===== src/core/tcm_pkg.sv =====
// constants, types and register map of the timer channel mode and output control block
// Contract
// - mode field picks function and count direction
// - start option gives interrupt and toggle at start, except in one-count and capture-one-count
// - one-count, option set: retrigger reloads, no interrupt
// - otherwise one-count triggers ignored; capture-one-count silent start
// - output disabled: software level drives pin
// - output enabled: timer drives bit 0 only, writes ignored
// - output level bit drives output pin
// - request flag set on event; mask blocks
// - channels 2 and 3 only on large variant
// - count clock from prescaler or input edges
package tcm_pkg;
   localparam int DW = 32;
   localparam int AW = 8;
   localparam int CW = 16;
   localparam int NCH = 4;
   localparam int NCH_SMALL = 2;
   localparam int NEV = 3;
   localparam int PW = 15;
   ////////////////////////////////////////////////////////////////////////////
   localparam logic [AW-1:0] OFS_MODE = 8'h00;
   localparam logic [AW-1:0] OFS_CTRL = 8'h04;
   localparam logic [AW-1:0] OFS_DATA = 8'h08;
   localparam logic [AW-1:0] OFS_COUNT = 8'h0C;
   localparam logic [AW-1:0] OFS_OUTEN = 8'h10;
   localparam logic [AW-1:0] OFS_OUTLVL = 8'h14;
   localparam logic [AW-1:0] OFS_MASK = 8'h18;
   localparam logic [AW-1:0] OFS_FLAG = 8'h1C;
   localparam logic [AW-1:0] OFS_STAT = 8'h20;
   localparam logic [AW-1:0] OFS_CLR = 8'h24;
   localparam logic [AW-1:0] OFS_EN = 8'h28;
   ////////////////////////////////////////////////////////////////////////////
   localparam int SOPT_BIT = 0;
   localparam int MODE_LSB = 1;
   localparam int START_BIT = 0;
   localparam int STOP_BIT = 1;
   localparam int PINTRIG_BIT = 2;
   localparam int RUN_BIT = 3;
   localparam int CCS_BIT = 4;
   localparam int PRESC_LSB = 8;
   localparam int FLAG_BIT = 6;
   localparam int EV_START = 0;
   localparam int EV_TERM = 1;
   localparam int EV_CAP = 2;
   localparam logic [7:0] MASK_RST = 8'hFF;
   localparam logic [7:0] FLAG_RST = 8'h00;
   localparam logic [CW-1:0] CNT_RST = 16'h0000;
   localparam logic [CW-1:0] CNT_ONE = 16'h0001;
   ////////////////////////////////////////////////////////////////////////////
   localparam logic [2:0] MD_INTERVAL = 3'h0;
   localparam logic [2:0] MD_CAPTURE = 3'h2;
   localparam logic [2:0] MD_EVENT = 3'h3;
   localparam logic [2:0] MD_ONECNT = 3'h4;
   localparam logic [2:0] MD_CAPONE = 3'h6;
   typedef enum logic [0:0] {TCM_IDLE = 1'b0, TCM_RUN = 1'b1} tcm_state_t;
endpackage


===== src/core/tcm_presc.sv =====
// prescaler producing a count tick every 2^sel clocks
`timescale 1ns/100ps
module tcm_presc
   import tcm_pkg::*;
(
   input logic i_ref_clk,
   input logic i_resetn,
   input logic i_clk_en,
   input logic [3:0] i_sel,
   output logic o_tick
);
   typedef struct packed {
      logic [PW-1:0] cnt_q;
      logic tick_q;
   } tcm_presc_st_t;
   tcm_presc_st_t s, n;
   logic [PW-1:0] msk;

   always_comb begin
      n = s;
      msk = PW'((1 << i_sel) - 1);
      n.cnt_q = s.cnt_q + PW'(1);
      n.tick_q = ((s.cnt_q & msk) == msk);
   end

   always_ff @(posedge i_ref_clk or negedge i_resetn) begin
      if (!i_resetn) begin
         s <= '0;
      end else if (i_clk_en) begin
         s <= n;
      end
   end

   assign o_tick = s.tick_q;
endmodule


===== src/core/tcm_edge.sv =====
// edge detector for the timer input pin
`timescale 1ns/100ps
module tcm_edge (
   input logic i_ref_clk,
   input logic i_resetn,
   input logic i_clk_en,
   input logic i_pin,
   output logic o_rise,
   output logic o_fall
);
   typedef struct packed {
      logic prev_q;
      logic rise_q;
      logic fall_q;
   } tcm_edge_st_t;
   tcm_edge_st_t s, n;

   always_comb begin
      n = s;
      n.prev_q = i_pin;
      n.rise_q = i_pin & ~s.prev_q;
      n.fall_q = ~i_pin & s.prev_q;
   end

   always_ff @(posedge i_ref_clk or negedge i_resetn) begin
      if (!i_resetn) begin
         s <= '0;
      end else if (i_clk_en) begin
         s <= n;
      end
   end

   assign o_rise = s.rise_q;
   assign o_fall = s.fall_q;
endmodule


===== src/core/tcm_top.sv =====
// timer channel with mode, output control and request flag, Avalon-MM slave
`timescale 1ns/100ps
module tcm_top
   import tcm_pkg::*;
#(
   parameter bit LARGE_PKG = 1'b1
)(
   input logic i_ref_clk,
   input logic i_resetn,
   input logic i_clk_en,
   input logic [AW-1:0] i_address,
   input logic i_read,
   input logic i_write,
   input logic [DW-1:0] i_writedata,
   output logic [DW-1:0] o_readdata,
   output logic o_waitrequest,
   input logic i_timer_input_pin,
   output logic [NCH-1:0] o_timer_out,
   output logic o_chan_irq,
   output logic o_irq
);
   typedef struct packed {
      logic wait_q;
      logic [DW-1:0] rdata_q;
      tcm_state_t st_q;
      logic [2:0] mode_q;
      logic sopt_q;
      logic ccs_q;
      logic pintrig_q;
      logic [3:0] presc_q;
      logic [CW-1:0] data_q;
      logic [CW-1:0] cnt_q;
      logic [NCH-1:0] oe_q;
      logic [NCH-1:0] lvl_q;
      logic [7:0] mask_q;
      logic [7:0] flag_q;
      logic [NEV-1:0] stat_q;
      logic [NEV-1:0] en_q;
      logic irq_q;
      logic chan_irq_q;
   } tcm_st_t;
   tcm_st_t s, n;

   logic presc_tick, pin_rise, pin_fall;
   logic wr_acc, tick, start, stop_sw, start_sw, toggle, is_up, is_down, mode_ok, cap;
   logic [NEV-1:0] ev, clr;
   logic [NCH-1:0] ch_ok;
   logic [DW-1:0] rd;

   ////////////////////////////////////////////////////////////////////////////
   tcm_presc u_presc (
      .i_ref_clk(i_ref_clk),
      .i_resetn(i_resetn),
      .i_clk_en(i_clk_en),
      .i_sel(s.presc_q),
      .o_tick(presc_tick)
   );

   tcm_edge u_edge (
      .i_ref_clk(i_ref_clk),
      .i_resetn(i_resetn),
      .i_clk_en(i_clk_en),
      .i_pin(i_timer_input_pin),
      .o_rise(pin_rise),
      .o_fall(pin_fall)
   );

   ////////////////////////////////////////////////////////////////////////////
   function automatic logic valid_mode(input logic [2:0] m);
      return (m == MD_INTERVAL) || (m == MD_CAPTURE) || (m == MD_EVENT) ||
         (m == MD_ONECNT) || (m == MD_CAPONE);
   endfunction

   function automatic logic up_mode(input logic [2:0] m);
      return (m == MD_CAPTURE) || (m == MD_CAPONE);
   endfunction

   // channels present on this package variant
   generate
      for (genvar c = 0; c < NCH; c++) begin : g_ch
         assign ch_ok[c] = (c < NCH_SMALL) || LARGE_PKG;
      end
   endgenerate

   ////////////////////////////////////////////////////////////////////////////
   always_comb begin
      rd = '0;
      case (i_address)
         OFS_MODE: begin
            rd[SOPT_BIT] = s.sopt_q;
            rd[MODE_LSB +: 3] = s.mode_q;
         end
         OFS_CTRL: begin
            rd[PINTRIG_BIT] = s.pintrig_q;
            rd[RUN_BIT] = (s.st_q == TCM_RUN);
            rd[CCS_BIT] = s.ccs_q;
            rd[PRESC_LSB +: 4] = s.presc_q;
         end
         OFS_DATA: rd = DW'(s.data_q);
         OFS_COUNT: rd = DW'(s.cnt_q);
         OFS_OUTEN: rd = DW'(s.oe_q);
         OFS_OUTLVL: rd = DW'(s.lvl_q);
         OFS_MASK: rd = DW'(s.mask_q);
         OFS_FLAG: rd = DW'(s.flag_q);
         OFS_STAT: rd = DW'(s.stat_q);
         OFS_EN: rd = DW'(s.en_q);
         default: rd = '0;
      endcase
   end

   always_comb begin
      n = s;
      n.wait_q = 1'b1;
      wr_acc = i_write & ~s.wait_q;
      start_sw = 1'b0;
      stop_sw = 1'b0;
      clr = '0;
      ev = '0;
      toggle = 1'b0;
      cap = 1'b0;
      if ((i_read | i_write) && s.wait_q) begin
         n.wait_q = 1'b0;
         n.rdata_q = rd;
      end
      if (wr_acc) begin
         case (i_address)
            OFS_MODE: begin
               n.sopt_q = i_writedata[SOPT_BIT];
               n.mode_q = i_writedata[MODE_LSB +: 3];
            end
            OFS_CTRL: begin
               start_sw = i_writedata[START_BIT];
               stop_sw = i_writedata[STOP_BIT];
               n.pintrig_q = i_writedata[PINTRIG_BIT];
               n.ccs_q = i_writedata[CCS_BIT];
               n.presc_q = i_writedata[PRESC_LSB +: 4];
            end
            OFS_DATA: n.data_q = i_writedata[CW-1:0];
            OFS_OUTEN: n.oe_q = i_writedata[NCH-1:0] & ch_ok;
            OFS_OUTLVL: begin
               for (int c = 0; c < NCH; c++) begin
                  if (!s.oe_q[c] && ch_ok[c]) begin
                     n.lvl_q[c] = i_writedata[c];
                  end
               end
            end
            OFS_MASK: n.mask_q = i_writedata[7:0];
            OFS_FLAG: n.flag_q = i_writedata[7:0];
            OFS_CLR: clr = i_writedata[NEV-1:0];
            OFS_EN: n.en_q = i_writedata[NEV-1:0];
            default: ;
         endcase
      end

      // timer engine
      mode_ok = valid_mode(s.mode_q);
      is_up = up_mode(s.mode_q);
      is_down = mode_ok && !is_up;
      tick = s.ccs_q ? pin_rise : presc_tick;
      if (s.mode_q == MD_CAPONE) begin
         start = start_sw | (s.pintrig_q & pin_rise);
      end else begin
         start = start_sw | (s.pintrig_q & pin_rise & ~(s.mode_q == MD_CAPTURE));
      end
      // idle waits for a start, run steps the count
      case (s.st_q)
         TCM_IDLE: begin
            if (start && mode_ok) begin
               n.st_q = TCM_RUN;
               n.cnt_q = is_up ? CNT_RST : s.data_q;
               if (s.sopt_q && (s.mode_q == MD_INTERVAL || s.mode_q == MD_CAPTURE ||
                  s.mode_q == MD_EVENT)) begin
                  ev[EV_START] = 1'b1;
                  toggle = 1'b1;
               end
            end
         end
         TCM_RUN: begin
            if (stop_sw || !mode_ok) begin
               n.st_q = TCM_IDLE;
            end else if (s.mode_q == MD_CAPTURE && pin_rise) begin
               cap = 1'b1;
               n.data_q = s.cnt_q;
               n.cnt_q = CNT_RST;
               ev[EV_CAP] = 1'b1;
            end else if (s.mode_q == MD_CAPONE && pin_fall) begin
               cap = 1'b1;
               n.data_q = s.cnt_q;
               n.st_q = TCM_IDLE;
               ev[EV_CAP] = 1'b1;
            end else if (start && s.mode_q == MD_ONECNT && s.sopt_q) begin
               n.cnt_q = s.data_q;
            end else if (start && s.mode_q != MD_ONECNT && s.mode_q != MD_CAPONE) begin
               n.cnt_q = is_up ? CNT_RST : s.data_q;
               if (s.sopt_q) begin
                  ev[EV_START] = 1'b1;
                  toggle = 1'b1;
               end
            end else if (tick && (!start || s.mode_q == MD_ONECNT || s.mode_q == MD_CAPONE)) begin
               // triggers in one-count without option and capture-one-count fall through here
               if (is_up) begin
                  n.cnt_q = s.cnt_q + CNT_ONE;
               end else if (s.cnt_q == CNT_RST) begin
                  ev[EV_TERM] = 1'b1;
                  toggle = 1'b1;
                  if (s.mode_q == MD_ONECNT) begin
                     n.st_q = TCM_IDLE;
                  end else begin
                     n.cnt_q = s.data_q;
                  end
               end else begin
                  n.cnt_q = s.cnt_q - CNT_ONE;
               end
            end
         end
         default: n.st_q = TCM_IDLE;
      endcase

      // only an enabled channel 0 follows the timer
      if (s.oe_q[0] && toggle) begin
         n.lvl_q[0] = ~s.lvl_q[0];
      end
      // hardware set wins over software write or clear
      n.flag_q[FLAG_BIT] = n.flag_q[FLAG_BIT] | (|ev);
      n.stat_q = (s.stat_q & ~clr) | ev;
      n.irq_q = |(n.stat_q & s.en_q);
      n.chan_irq_q = n.flag_q[FLAG_BIT] & ~n.mask_q[FLAG_BIT];
   end

   always_ff @(posedge i_ref_clk or negedge i_resetn) begin
      if (!i_resetn) begin
         s <= '0;
         s.wait_q <= 1'b1;
         s.st_q <= TCM_IDLE;
         s.mask_q <= MASK_RST;
         s.flag_q <= FLAG_RST;
         s.cnt_q <= CNT_RST;
      end else if (i_clk_en) begin
         s <= n;
      end
   end

   ////////////////////////////////////////////////////////////////////////////
   assign o_readdata = s.rdata_q;
   assign o_waitrequest = s.wait_q;
   assign o_timer_out = s.lvl_q;
   assign o_chan_irq = s.chan_irq_q;
   assign o_irq = s.irq_q;

   ////////////////////////////////////////////////////////////////////////////
   property p_down_count;
      @(posedge i_ref_clk) disable iff (!i_resetn)
      (i_clk_en && s.st_q == TCM_RUN && is_down && tick && !start && !stop_sw && s.cnt_q != CNT_RST)
      |=> (s.cnt_q == $past(s.cnt_q) - CNT_ONE);
   endproperty
   a_down_count: assert property (p_down_count) else $error("down count step wrong");

   property p_start_irq;
      @(posedge i_ref_clk) disable iff (!i_resetn)
      (i_clk_en && s.st_q == TCM_IDLE && start && s.mode_q == MD_INTERVAL && s.sopt_q)
      |=> s.flag_q[FLAG_BIT] && s.stat_q[EV_START];
   endproperty
   a_start_irq: assert property (p_start_irq) else $error("no request at count start");

   property p_no_start_irq;
      @(posedge i_ref_clk) disable iff (!i_resetn)
      ev[EV_START] |-> s.sopt_q && s.mode_q != MD_ONECNT && s.mode_q != MD_CAPONE;
   endproperty
   a_no_start_irq: assert property (p_no_start_irq) else $error("start request without option");

   property p_retrigger;
      @(posedge i_ref_clk) disable iff (!i_resetn)
      (i_clk_en && s.st_q == TCM_RUN && s.mode_q == MD_ONECNT && s.sopt_q && start && !stop_sw)
      |=> (s.cnt_q == $past(s.data_q)) && (s.stat_q == $past(s.stat_q & ~clr));
   endproperty
   a_retrigger: assert property (p_retrigger) else $error("retrigger not taken quietly");

   property p_ignore;
      @(posedge i_ref_clk) disable iff (!i_resetn)
      (i_clk_en && s.st_q == TCM_RUN && s.mode_q == MD_ONECNT && !s.sopt_q && start && !tick && !stop_sw)
      |=> s.cnt_q == $past(s.cnt_q);
   endproperty
   a_ignore: assert property (p_ignore) else $error("trigger not ignored");

   property p_sw_level;
      @(posedge i_ref_clk) disable iff (!i_resetn)
      (i_clk_en && wr_acc && i_address == OFS_OUTLVL && !s.oe_q[0])
      |=> o_timer_out[0] == $past(i_writedata[0]);
   endproperty
   a_sw_level: assert property (p_sw_level) else $error("software level not driven");

   property p_timer_level;
      @(posedge i_ref_clk) disable iff (!i_resetn)
      (i_clk_en && s.oe_q[0]) |=> o_timer_out[0] == ($past(s.lvl_q[0]) ^ $past(toggle));
   endproperty
   a_timer_level: assert property (p_timer_level) else $error("timer output altered");

   property p_reload;
      @(posedge i_ref_clk) disable iff (!i_resetn)
      (i_clk_en && s.st_q == TCM_RUN && s.mode_q == MD_INTERVAL && tick && !start && !stop_sw &&
         s.cnt_q == CNT_RST) |=> s.cnt_q == $past(s.data_q) && s.flag_q[FLAG_BIT];
   endproperty
   a_reload: assert property (p_reload) else $error("no reload at zero");

   property p_mask;
      @(posedge i_ref_clk) disable iff (!i_resetn)
      (i_clk_en && ev[EV_TERM]) |=> o_chan_irq == !s.mask_q[FLAG_BIT];
   endproperty
   a_mask: assert property (p_mask) else $error("request mask wrong");

   property p_ext_clock;
      @(posedge i_ref_clk) disable iff (!i_resetn)
      (i_clk_en && s.ccs_q && s.st_q == TCM_RUN && mode_ok && !pin_rise && !pin_fall && !start &&
         !stop_sw) |=> s.cnt_q == $past(s.cnt_q);
   endproperty
   a_ext_clock: assert property (p_ext_clock) else $error("count without input edge");

   property p_variant;
      @(posedge i_ref_clk) disable iff (!i_resetn)
      !LARGE_PKG |-> s.oe_q[NCH-1:NCH_SMALL] == '0;
   endproperty
   a_variant: assert property (p_variant) else $error("absent channel enabled");

   property p_capture;
      @(posedge i_ref_clk) disable iff (!i_resetn)
      (i_clk_en && cap) |=> s.stat_q[EV_CAP] && s.data_q == $past(s.cnt_q);
   endproperty
   a_capture: assert property (p_capture) else $error("capture not taken");

   property p_flag_set;
      @(posedge i_ref_clk) disable iff (!i_resetn)
      (i_clk_en && |ev) |=> s.flag_q[FLAG_BIT];
   endproperty
   a_flag_set: assert property (p_flag_set) else $error("request flag not set");

   property p_quiet_start;
      @(posedge i_ref_clk) disable iff (!i_resetn)
      (i_clk_en && s.st_q == TCM_IDLE && start && mode_ok && (!s.sopt_q || s.mode_q == MD_CAPONE) && !wr_acc)
      |=> o_timer_out[0] == $past(s.lvl_q[0]) && s.stat_q == $past(s.stat_q);
   endproperty
   a_quiet_start: assert property (p_quiet_start) else $error("start changed output or request");
endmodule


===== config.mk =====
export PLATFORM = sky130hd
export DESIGN_NAME = tcm_top
export DESIGN_NICKNAME = d
export VERILOG_FILES = /design/src/core/tcm_pkg.sv /design/src/core/tcm_presc.sv /design/src/core/tcm_edge.sv /design/src/core/tcm_top.sv
export SDC_FILE = /design/constraint.sdc
export NUM_CORES = 1
export LEC_CHECK = 0
export ABC_CLOCK_PERIOD_IN_PS = 3040
export BUFFER_PORTS_ARGS = -buffer_cell sky130_fd_sc_hd__buf_2
export CORE_ASPECT_RATIO = 1.75
export CORE_MARGIN = 4
export CORE_UTILIZATION = 59
export CTS_BUF_LIST = sky130_fd_sc_hd__clkbuf_8
export CTS_CLUSTER_DIAMETER = 30
export DETAILED_ROUTE_END_ITERATION = 12
export HOLD_SLACK_MARGIN = 0.08
export PLACE_DENSITY = 0.92
export SLEW_MARGIN = 20
export SYNTH_ARGS = -nofsm -noshare
export SYNTH_HDL_FRONTEND = slang
export SYNTH_SLANG_ARGS = --single-unit

===== constraint.sdc =====
create_clock -name i_ref_clk -period 3.04 [get_ports i_ref_clk]
set_input_delay 0.912 -clock i_ref_clk [delete_from_list [all_inputs] [get_ports i_ref_clk]]
set_output_delay 0.912 -clock i_ref_clk [all_outputs]
set_load 0.05 [all_outputs]

# Word level (Yosys, flattened, before mapping)

Cells that the tools add are included.

Output and inout bits: 39
Input bits: 46
Register bits: 127

Bitwise gates (word level): 25
Shift-type cells: 1
Equal/unequal tests: 23
$add $sub $neg: 4
Reductions and logical operators: 40
Mux-type cells: 70

Operators by type and width:

| cell                    | count |
|---|---|
| $mux W16                | 13 |
| $mux W32                | 2 |
| $mux W1                 | 34 |
| $mux W33                | 1 |
| $eq A8 B5 Y1 const B    | 4 |
| $pmux W16 S2            | 1 |
| $eq A8 B6 Y1 const B    | 3 |
| $pmux W2 S10            | 1 |
| $pmux W2 S9             | 1 |
| $reduce_and A3 Y1       | 6 |
| $mux W17                | 1 |
| $add A16 B1 Y16 const B | 1 |
| $eq A8 B4 Y1 const B    | 2 |
| $logic_not A16 Y1       | 1 |
| $mux W8                 | 2 |
| $reduce_and A4 Y1       | 4 |
| $sub A16 B1 Y16 const B | 1 |
| $add A15 B1 Y15 const B | 1 |
| $and A15 B15 Y15        | 1 |
| $eq A15 B15 Y1          | 1 |
| $shl A1 B4 Y15 const A  | 1 |
| $sub A15 B2 Y15 const B | 1 |
| $pmux W3 S4             | 1 |
| $pmux W4 S3             | 1 |
| other kinds (28)        | 78 |

# Longest topological paths before layout

Gate-level depths: netlist of run 1.

Depth after elaboration: 19
Depth in mapped cells: 12
Gate-level depth less buffers: 9

# Hierarchy

Synthesis of run 1 repeated with hierarchy kept, for this count alone.

Cell total of the unflattened synthesis: 780
Area total of the unflattened synthesis: 7126.8 um^2

Modules (own cells, without submodules):

| module    | times used | area an instance (um^2) | cells each | sequential area each (um^2) |
|---|---|---|---|---|
| tcm_top   | 1          | 6019.5                  | 667        | 2313.5 |
| tcm_presc | 1          | 984.7                   | 103        | 400.4 |
| tcm_edge  | 1          | 122.6                   | 10         | 75.1 |

# Worst setup path before layout of run 1

OpenSTA, ideal clock, no wires.

Kind: input to register
Start: in i_address[4]
End: reg s, in the netlist o_timer_out[0]
Slack: -90 ps
Buffers on the path: 1
Arrival: 2998 ps
Cell stages on the path: 8
Path through: or4_4 -> buf_6 -> or4b_4 -> and4_4 -> o2111ai_4 -> o31ai_2 -> a311oi_2 -> a211oi_2

Word-level cells in the longest chain between the ends: 19

Ends and longest elaborated chain:

| item                                                                | RTL line                       | source |
|---|---|---|
| from (decl)                                                         | tcm_top.sv:11                  | `input logic [AW-1:0] i_address,` |
| $eq A8 B3 Y1                                                        | tcm_top.sv:126                 | `case (i_address)` |
| $mux W1                                                             | tcm_top.sv:126                 |  |
| $mux W1                                                             | tcm_top.sv:125                 | `if (wr_acc) begin` |
| $or A1 B1 Y1 (on tied branches)                                     | tcm_top.sv:163, tcm_top.sv:161 |  |
| $mux W1                                                             | tcm_top.sv:160                 | `if (s.mode_q == MD_CAPONE) begin` |
| $logic_not A1 Y1                                                    | tcm_top.sv:199                 | `end else if (tick && (!start \|\| s.mode_q == MD_ONECNT \|\| s.mode_q == MD_CAPONE)) begin` |
| $logic_or A1 B1 Y1 (2 in a row)                                     | tcm_top.sv:199                 |  |
| $logic_and A1 B1 Y1                                                 | tcm_top.sv:199                 |  |
| [2 not listed]                                                      | -                              |  |
| $mux W1                                                             | tcm_top.sv:191                 | `end else if (start && s.mode_q == MD_ONECNT && s.sopt_q) begin` |
| $mux W1                                                             | tcm_top.sv:186                 | `end else if (s.mode_q == MD_CAPONE && pin_fall) begin` |
| $mux W1                                                             | tcm_top.sv:181                 | `end else if (s.mode_q == MD_CAPTURE && pin_rise) begin` |
| $mux W1                                                             | tcm_top.sv:179                 | `if (stop_sw \|\| !mode_ok) begin` |
| $pmux W1 S2                                                         | tcm_top.sv:166                 | `case (s.st_q)` |
| $logic_and A1 B1 Y1                                                 | tcm_top.sv:220                 | `if (s.oe_q[0] && toggle) begin` |
| $ne A2 B1 Y1 (no line) / $reduce_bool A2 Y1 (equally long branches) | -                              |  |
| $reduce_and A4 Y1 (no line)                                         | -                              |  |
| to (signal assigned)                                                | tcm_top.sv:239                 | `s <= n;` |
| to (decl)                                                           | tcm_top.sv:42                  | `tcm_st_t s, n;` |

Parallel ways exist; a longest one is shown, timed or not.
A chain may end at the register's enable or synchronous reset.

# Final worst setup path of run 1

Start: in i_address[4]
End: reg s[34] (netlist bit)

Word-level cells in the longest chain between the ends: 13

Ends and longest elaborated chain:

| item                             | RTL line                       | source |
|---|---|---|
| $eq A8 B3 Y1 (*)                 | tcm_top.sv:126                 |  |
| $mux W1                          | tcm_top.sv:126                 |  |
| $mux W1                          | tcm_top.sv:125                 |  |
| $or A1 B1 Y1 (on tied branches)  | tcm_top.sv:163, tcm_top.sv:161 |  |
| $mux W1                          | tcm_top.sv:160                 |  |
| $logic_and A1 B1 Y1 (2 in a row) | tcm_top.sv:193                 | `end else if (start && s.mode_q != MD_ONECNT && s.mode_q != MD_CAPONE) begin` |
| $mux W16                         | tcm_top.sv:193                 |  |
| $mux W16                         | tcm_top.sv:191                 |  |
| $mux W16                         | tcm_top.sv:186                 |  |
| $mux W32                         | tcm_top.sv:181                 |  |
| $mux W32                         | tcm_top.sv:179                 |  |
| $pmux W16 S2                     | tcm_top.sv:166                 |  |

Mark *: on every way between the ends. The rest lies on a longest branch, timed or not. The select of a mux whose other input is x is not followed.

==> impl_metrics.json, run 1 <==
{
  "outcome": "finished clean",
  "ys_seq_area_share_pct": 40.42,
  "cp_top_family": "simple AND/OR/NAND/NOR gates",
  "cpPeakStageDelay_ps": 570,
  "core_area_um2": 11520,
  "final_nets": 879,
  "power.density_nw_per_um2": 544.0,
  "cap_viol_max_count": 0,
  "synth_warnings": 0,
  "clock_path_buffers": 2,
  "critPathMaxFanout": 24,
  "drt_pass1_iterations": 7,
  "max-vdd-ir-drop_mv": 0.3802,
  "cts_resized": 0,
  "ys_seq_elements": 111,
  "num_vias": 6626,
  "drc": 0,
  "hpwl_mm": 15.89,
  "postCtsSetupBuffers": 0,
  "cts_buffers": 9,
  "hp-class": "reg2reg",
  "synth_edf_count": 0,
  "path_buf_inv": 4,
  "syn_area_um2": 6899,
  "grt_pass1_wl_mm": 32.98,
  "clock-sinks": 111,
  "most-common-layout-cells": "102 x dfrtp_1, 72 x nand2_1, 71 x buf_4",
  "antenna_found_initial": 0,
  "path_cells": "buf_2, or4_4, nor3_4, buf_4, o21ba_4, nor2_1, o41a_1, buf_12, buf_4, o31ai_1",
  "grt_overflow": 0,
  "via_per_inst": 6.845,
  "cts_tree": "built",
  "gp_congestion": 1.125,
  "synth_ff_type": "dfrtp_1",
  "grt_pass1_vias": 6260,
  "crit_slowest_cell": "or4_4",
  "netlist_instances": 764,
  "crit_arrival_ps": 3220,
  "ctsHoldBuffers": 0,
  "end_kind": "flop",
  "start_util_pct": 59.91,
  "finalSetupViolations": 0,
  "root_buffer": "clkbuf_8",
  "num_antenna_cells": 0,
  "dp_cells": 952,
  "whs_ps": 452.1,
  "ant_nets": 0,
  "grt_use_total_pct": 30.86,
  "worstPathRequired_ps": 3330,
  "insertion_delay_ps": 390,
  "crit_path_frequent_cell": "buf_4",
  "tightest_slew_ps": 594.3,
  "dieArea_um2": 13560,
  "drt-initial-drc-count": 803,
  "skew_ps": 20.40,
  "io_buffers": 52,
  "stdcell_count": 968,
  "fin_crit_ps": 2929,
  "htreeDepth": 3,
  "areaGrowthSynthToFinish_pct": 11.55,
  "finalWorstSetupSlack_ps": 111.2,
  "num_io_pins": 85,
  "synth_cell_types": 84,
  "num_rows": 52,
  "tns_ps": 0,
  "postLayoutCoreUtil_pct": 66.83,
  "cp-start-kind": "input pin",
  "timing.fmax_ghz": 0.3414,
  "wirelength_mm": 21.01,
  "p_leak_nw": 3.455,
  "wl_per_cell_um": 21.70,
  "drive_gt1_share_pct": 24.25,
  "pre_cts_ws_ps": -254.6,
  "ys_async_sr_fraction_pct": 100.0,
  "hold_viol_final": 0,
  "critical_path_class": "in2reg",
  "fin_area_um2": 7696,
  "clkSlewWorstSetupHoldPaths_ps": 120,
  "drv_slew": 0,
  "place_area_um2": 7506,
  "grt_max_degree": 60,
  "reg2reg_slack_ps": 200,
  "syn_avg_cell_area_um2": 9.030,
  "layout_commonest_cell": "dfrtp_1",
  "fin_crit_sh_pct": 96.34,
  "die_h_um": 151.1,
  "finalPower_mw": 4.186,
  "rsz0062_at_grt": "no",
  "relSlewSlack_pct": 60.38,
  "die_width_um": 89.75
}
## cells by family after synthesis
group | synth area share, %
simple gates | 18.43
compound gates | 23.21
flops | 40.42
buf+inv | 8.107
mux | 5.822
xor+xnor | 3.047
fa+ha+maj | 0.9068
other cells | 0.05435
## report_power, final
part           internal [mW]  switching [mW]  leakage [nW]
sequential              1.65           0.341          1.45
combinational          0.570           0.740          1.90
clock                  0.319           0.565         0.101
## state kept, by name, summed over array words and instances (netlist names)
| signal | flops |
|---|---|
| o_readdata | 16 |
| o_timer_out | 4 |
| u_presc.o_tick | 1 |
| u_edge.o_rise | 1 |
| u_edge.o_fall | 1 |
| u_presc.s | 15 |
| u_edge.s | 1 |
| s | 69 |
| o_irq | 1 |
| o_chan_irq | 1 |
| o_waitrequest | 1 |
## final cells by class
type / count / area (µm²)
Timing Repair Buffer: 125 / 848.3
Inverter: 17 / 63.81
Fill cell: 934 / 3820
Clock buffer: 9 / 123.9
Clock inverter: 7 / 66.31
Multi-Input combinational cell: 564 / 3636
Sequential cell: 111 / 2789
Tap cell: 135 / 168.9
## synthesized netlist by cell type (7+ instances only)
master | number | area share (%)
a21oi_1 | 47 | 3.4
a221oi_1 | 8 | 1.0
a222oi_1 | 9 | 1.3
a22o_1 | 7 | 0.89
a22oi_1 | 15 | 1.6
a31oi_1 | 8 | 0.73
buf_2 | 9 | 0.65
buf_4 | 36 | 3.9
clkbuf_1 | 38 | 2.1
dfrtp_1 | 102 | 37
dfstp_2 | 9 | 3.4
inv_1 | 17 | 0.92
mux2_2 | 32 | 5.2
nand2_1 | 72 | 3.9
nand3_1 | 22 | 1.6
nand4_1 | 8 | 0.73
nor2_1 | 61 | 3.3
nor3_1 | 15 | 1.1
nor4_1 | 14 | 1.3
o21ai_0 | 55 | 4.0
o22ai_1 | 19 | 1.7
o31ai_1 | 7 | 0.76
or3_1 | 8 | 0.73
xnor2_1 | 15 | 1.9
xor2_1 | 9 | 1.1
## layer usage
| layer | global-route usage (%) | vias to the layer above | part of all wire, % |
|---|---|---|---|
| met5 | 0 | - | 0 |
| met4 | 23.33 | 0 | 8.5 |
| met3 | 5.815 | 135 | 7.1 |
| met2 | 53.88 | 424 | 50 |
| met1 | 33.21 | 3157 | 34 |
| li1 | - | 2910 | - |
## final timing paths
path / startpoint / endpoint / depth (start not counted)
hold / removal: u_edge.s[2] / u_edge.o_rise / 1
setup / recovery: i_address[4] / s[34] / 10
hold reg to reg: u_edge.s[2] / u_edge.o_rise / 1
min in group asynchronous: i_resetn / u_presc.s[12] / 1
max in group asynchronous: i_resetn / s[18] / 2
setup reg to reg: s[32] / s[34] / 10
Power figures use the tool's default switching activity.
==> run 2, diff against run 1 <==
==> constraint.sdc (replaced) <==
create_clock -name i_ref_clk -period 3.04 [get_ports i_ref_clk]
set_input_delay 0.608 -clock i_ref_clk [delete_from_list [all_inputs] [get_ports i_ref_clk]]
set_output_delay 0.608 -clock i_ref_clk [all_outputs]
set_load 0.05 [all_outputs]
==> impl_metrics.json, run 2 (synthesized netlist as in run 1, its figures left out) <==
{
  "grt_pass1_wl_mm": 33.80,
  "rsz0062_at_grt": "no",
  "cts_buffers": 9,
  "hold_viol_final": 0,
  "dieArea_um2": 13560,
  "fin_crit_ps": 2857,
  "drive_gt1_share_pct": 22.40,
  "skew_ps": 20.18,
  "num_vias": 6571,
  "hp-class": "in2async",
  "antenna_found_initial": 0,
  "num_antenna_cells": 0,
  "clkSlewWorstSetupHoldPaths_ps": 100,
  "htreeDepth": 3,
  "via_per_inst": 6.902,
  "drc": 0,
  "outcome": "finished clean",
  "largest_register_ffs": 69,
  "layout_commonest_cell": "dfrtp_1",
  "grt_pass1_vias": 6408,
  "cp-start-kind": "flop",
  "n_fill_cell": 885,
  "critPathMaxFanout": 7,
  "cts_resized": 0,
  "io_buffers": 52,
  "cts_tree": "built",
  "num_rows": 52,
  "cap_viol_max_count": 0,
  "crit_arrival_ps": 3180,
  "grt_use_total_pct": 31.92,
  "grt_overflow": 0,
  "fin_crit_sh_pct": 93.98,
  "p_leak_nw": 3.376,
  "place_area_um2": 7357,
  "finalSetupViolations": 0,
  "finalWorstSetupSlack_ps": 183.1,
  "drt-initial-drc-count": 728,
  "core_area_um2": 11520,
  "pre_cts_ws_ps": -52.11,
  "most-common-layout-cells": "102 x dfrtp_1, 72 x nand2_1, 61 x nor2_1",
  "power.density_nw_per_um2": 563.1,
  "fin_area_um2": 7561,
  "areaGrowthSynthToFinish_pct": 9.594,
  "ant_nets": 0,
  "relSlewSlack_pct": 49.36,
  "max-vdd-ir-drop_mv": 0.3058,
  "grt_max_degree": 49,
  "final_nets": 863,
  "clock-sinks": 111,
  "postCtsSetupBuffers": 0,
  "drt_pass1_iterations": 5,
  "num_io_pins": 85,
  "start_util_pct": 59.91,
  "tightest_slew_ps": 756.2,
  "root_buffer": "clkbuf_8",
  "registers.top_by_ff_count": "s",
  "rr_worst_depth": 9,
  "wirelength_mm": 21.42,
  "end_kind": "flop",
  "worstPathRequired_ps": 3360,
  "ctsHoldBuffers": 0,
  "insertion_delay_ps": 400,
  "die_width_um": 89.75,
  "wl_per_cell_um": 22.50,
  "critical_path_class": "reg2reg",
  "timing.fmax_ghz": 0.3500,
  "gp_congestion": 1.062,
  "die_h_um": 151.1,
  "hpwl_mm": 15.57,
  "clock_path_buffers": 2,
  "drv_slew": 0
}
## run 2: cell types whose count changed in the layout (fill, tap and decap cells not counted), sizes merged
cell      change
inv           -1
bufinv        +1
buf          -16
clkinv        -2
clkinvlp      +2
## run 2: metrics by stage
stage               power (mW)  TNS, ps  util (%)  std cells  hold WS (ps)
finish                   4.257        0     65.66        952         210.6
floorplan                2.815        0         -        779         312.4
global placement         3.250        0     63.89        936         439.5
detailed placement       3.287   -101.3     63.89        936         455.6
global route             4.460        0     65.66        952         259.4
CTS                      4.212        0     65.66        952         234.3
## run 2: layout make-up
cell class	count	area, µm²	share of cell area, %
Sequential cell	111	2789	36.89
Tap cell	135	168.9	2.234
Clock buffer	9	123.9	1.638
Timing Repair Buffer	109	728.2	9.631
Clock inverter	7	80.08	1.059
Multi-Input combinational cell	564	3607	47.71
Inverter	17	63.81	0.8440
## run 2: worst max-delay path, stage by stage (launching register included)
cell and delay [ps]:
dfrtp_1 390, inv_1 180, ha_1 220, or4b_2 620, nor4_2 230, xor2_1 250, nor2_1 60, or4b_1 500
a31o_1 220, a21oi_1 110
## run 2: layer usage
| metal | up-vias | global-route usage, % | share of wire, % |
|---|---|---|---|
| met4 | 0 | 21.57 | 7.6 |
| met1 | 3141 | 33.92 | 33 |
| met5 | - | 0 | 0 |
| li1 | 2894 | - | - |
| met3 | 135 | 6.561 | 7.7 |
| met2 | 401 | 57.09 | 51 |
## run 2: power by group
group | internal [mW] | switching, mW | leakage (nW) | total, mW
Combinational | 0.576 | 0.765 | 1.82 | 1.34
Clock | 0.393 | 0.547 | 0.101 | 0.940
Sequential | 1.65 | 0.326 | 1.45 | 1.98
## run 2: worst paths after layout
path,startpoint,slack (ps),endpoint
max,s[32],180,s[46]
min,i_resetn,210,s[44]
max reg2reg,s[32],180,s[46]
min reg2reg,u_edge.s[2],470,u_edge.o_rise
max in group asynchronous,i_resetn,2070,s[35]
min in group i_ref_clk,i_timer_input_pin,400,u_edge.o_fall
==> run 3, diff against run 2 <==
Settings changed: PLACE_DENSITY 0.92 to 0.81.
==> impl_metrics.json, run 3 (synthesized netlist as in run 1, its figures left out) <==
{
  "crit_slowest_cell": "dfrtp_1",
  "gp_congestion": 1.037,
  "drive_gt1_share_pct": 22.62,
  "crit_arrival_ps": 3110,
  "cts_resized": 0,
  "clkSlewWorstSetupHoldPaths_ps": 110,
  "tightest_slew_ps": 648.5,
  "core_area_um2": 11520,
  "cp-start-kind": "flop",
  "via_per_inst": 6.873,
  "ctsHoldBuffers": 0,
  "final_nets": 864,
  "insertion_delay_ps": 380,
  "clock_path_buffers": 2,
  "num_vias": 6550,
  "skew_ps": 12.86,
  "r2r-start": "s[72]",
  "layout_commonest_cell": "dfrtp_1",
  "tns_ps": 0,
  "drc": 0,
  "die_h_um": 151.1,
  "reg2reg_slack_ps": 210,
  "crit_path_frequent_cell": "a21oi_1",
  "hpwl_mm": 16.69,
  "grt_overflow": 0,
  "p_leak_nw": 3.377,
  "path_buf_inv": 2,
  "grt_pass1_vias": 6648,
  "path_cells": "inv_1, o21ai_0, nand3_2, a21o_2, a21oi_1, buf_12, nor2_1, a21oi_1",
  "num_io_pins": 85,
  "dieArea_um2": 13560,
  "critical_path_class": "reg2reg",
  "postCtsSetupBuffers": 0,
  "stdcell_count": 953,
  "outcome": "finished clean",
  "drt-initial-drc-count": 690,
  "largest_register_ffs": 69,
  "grt_pass1_wl_mm": 34.29,
  "drv_slew": 0,
  "antenna_found_initial": 0,
  "cts_buffers": 9,
  "n_fill_cell": 966,
  "areaGrowthSynthToFinish_pct": 9.467,
  "worstPathRequired_ps": 3330,
  "hp-class": "in2async",
  "die_width_um": 89.75,
  "dp_cells": 937,
  "clock-sinks": 111,
  "registers.top_by_ff_count": "s",
  "drt_pass1_iterations": 7,
  "wirelength_mm": 22.10,
  "fin_crit_ps": 2826,
  "power.density_nw_per_um2": 559.5,
  "htreeDepth": 3,
  "ant_nets": 0,
  "cap_viol_max_count": 0,
  "cts_tree": "built",
  "relSlewSlack_pct": 56.31,
  "timing.fmax_ghz": 0.3538,
  "start_util_pct": 59.91,
  "max-vdd-ir-drop_mv": 0.3540,
  "reg2reg_to": "s[54]",
  "most-common-layout-cells": "102 x dfrtp_1, 72 x nand2_1, 61 x nor2_1",
  "critPathMaxFanout": 12,
  "cp_top_family": "compound AO/OA/AOI/OAI gates",
  "end_kind": "flop",
  "io_buffers": 52,
  "grt_max_degree": 82,
  "root_buffer": "clkbuf_8",
  "num_antenna_cells": 0,
  "cpPeakStageDelay_ps": 530,
  "wl_per_cell_um": 23.19,
  "hold_viol_final": 0,
  "finalSetupViolations": 0,
  "num_rows": 52,
  "fin_crit_sh_pct": 92.97,
  "rr_worst_depth": 8,
  "rsz0062_at_grt": "no",
  "grt_use_total_pct": 32.48
}
run 3: cell count changes in the layout (fill, tap and decap cells not counted), sizes merged:
cell / change
buf: +1
bufinv: -1
clkinv: +2
clkinvlp: -2
inv: +1
run 3: metal layers:
| metal | global-route usage (%) | part of all wire [%] | up-vias | wire length (µm) |
|---|---|---|---|---|
| li1 | - | - | 2891 | - |
| met1 | 31.46 | 33 | 3154 | 7218 |
| met2 | 58.45 | 51 | 366 | 11360 |
| met3 | 5.368 | 5.7 | 139 | 1268 |
| met4 | 30.47 | 10 | 0 | 2245 |
| met5 | 0 | 0 | - | 0 |
run 3: worst register-to-register path, stage by stage, from the launching register on:
cell     delay, ps
dfrtp_1        530
inv_1          150
o21ai_0        530
nand3_2        260
a21o_2         310
a21oi_1        510
buf_12         210
nor2_1          60
a21oi_1        180
run 3: through the flow:
step	power, mW	hold slack [ps]	utilization, %	instance area (µm²)	setup slack, ps
after global routing	4.447	167.2	65.58	7552	31.54
after CTS	4.197	160.7	65.58	7552	173.6
after detailed placement	3.337	448.7	63.95	7365	-63.04
final	4.225	158.5	65.58	7552	213.8
after floorplan	2.815	312.4	-	6955	214.4
after global placement	3.278	430.6	63.95	7365	-33.34
run 3: how the worst max path moves through the flow:
stage	from	endpoint	slack (ps)	cells past startpoint
floorplan	i_address[4]	o_timer_out[0]	210	8
global placement	i_address[1]	o_timer_out[0]	-30	8
detailed placement	i_address[1]	o_timer_out[0]	-60	8
CTS	s[32]	s[46]	170	9
global route	s[33]	s[46]	30	9
finish	s[72]	s[54]	210	8
run 3: report_power, final:
part	total (mW)	leakage, nW	internal (mW)	switching (mW)
Clock	0.865	0.0992	0.316	0.548
Combinational	1.41	1.83	0.581	0.833
Sequential	1.95	1.45	1.65	0.295
Total	4.23	3.38	2.55	1.68
run 3: final cells by class:
| type | count | area (µm²) | share of cell area [%] |
|---|---|---|---|
| Tap cell | 135 | 168.9 | 2.237 |
| Timing Repair Buffer | 110 | 735.7 | 9.742 |
| Clock inverter | 7 | 63.81 | 0.8449 |
| Sequential cell | 111 | 2789 | 36.93 |
| Inverter | 17 | 63.81 | 0.8449 |
| Clock buffer | 9 | 123.9 | 1.640 |
| Multi-Input combinational cell | 564 | 3607 | 47.76 |
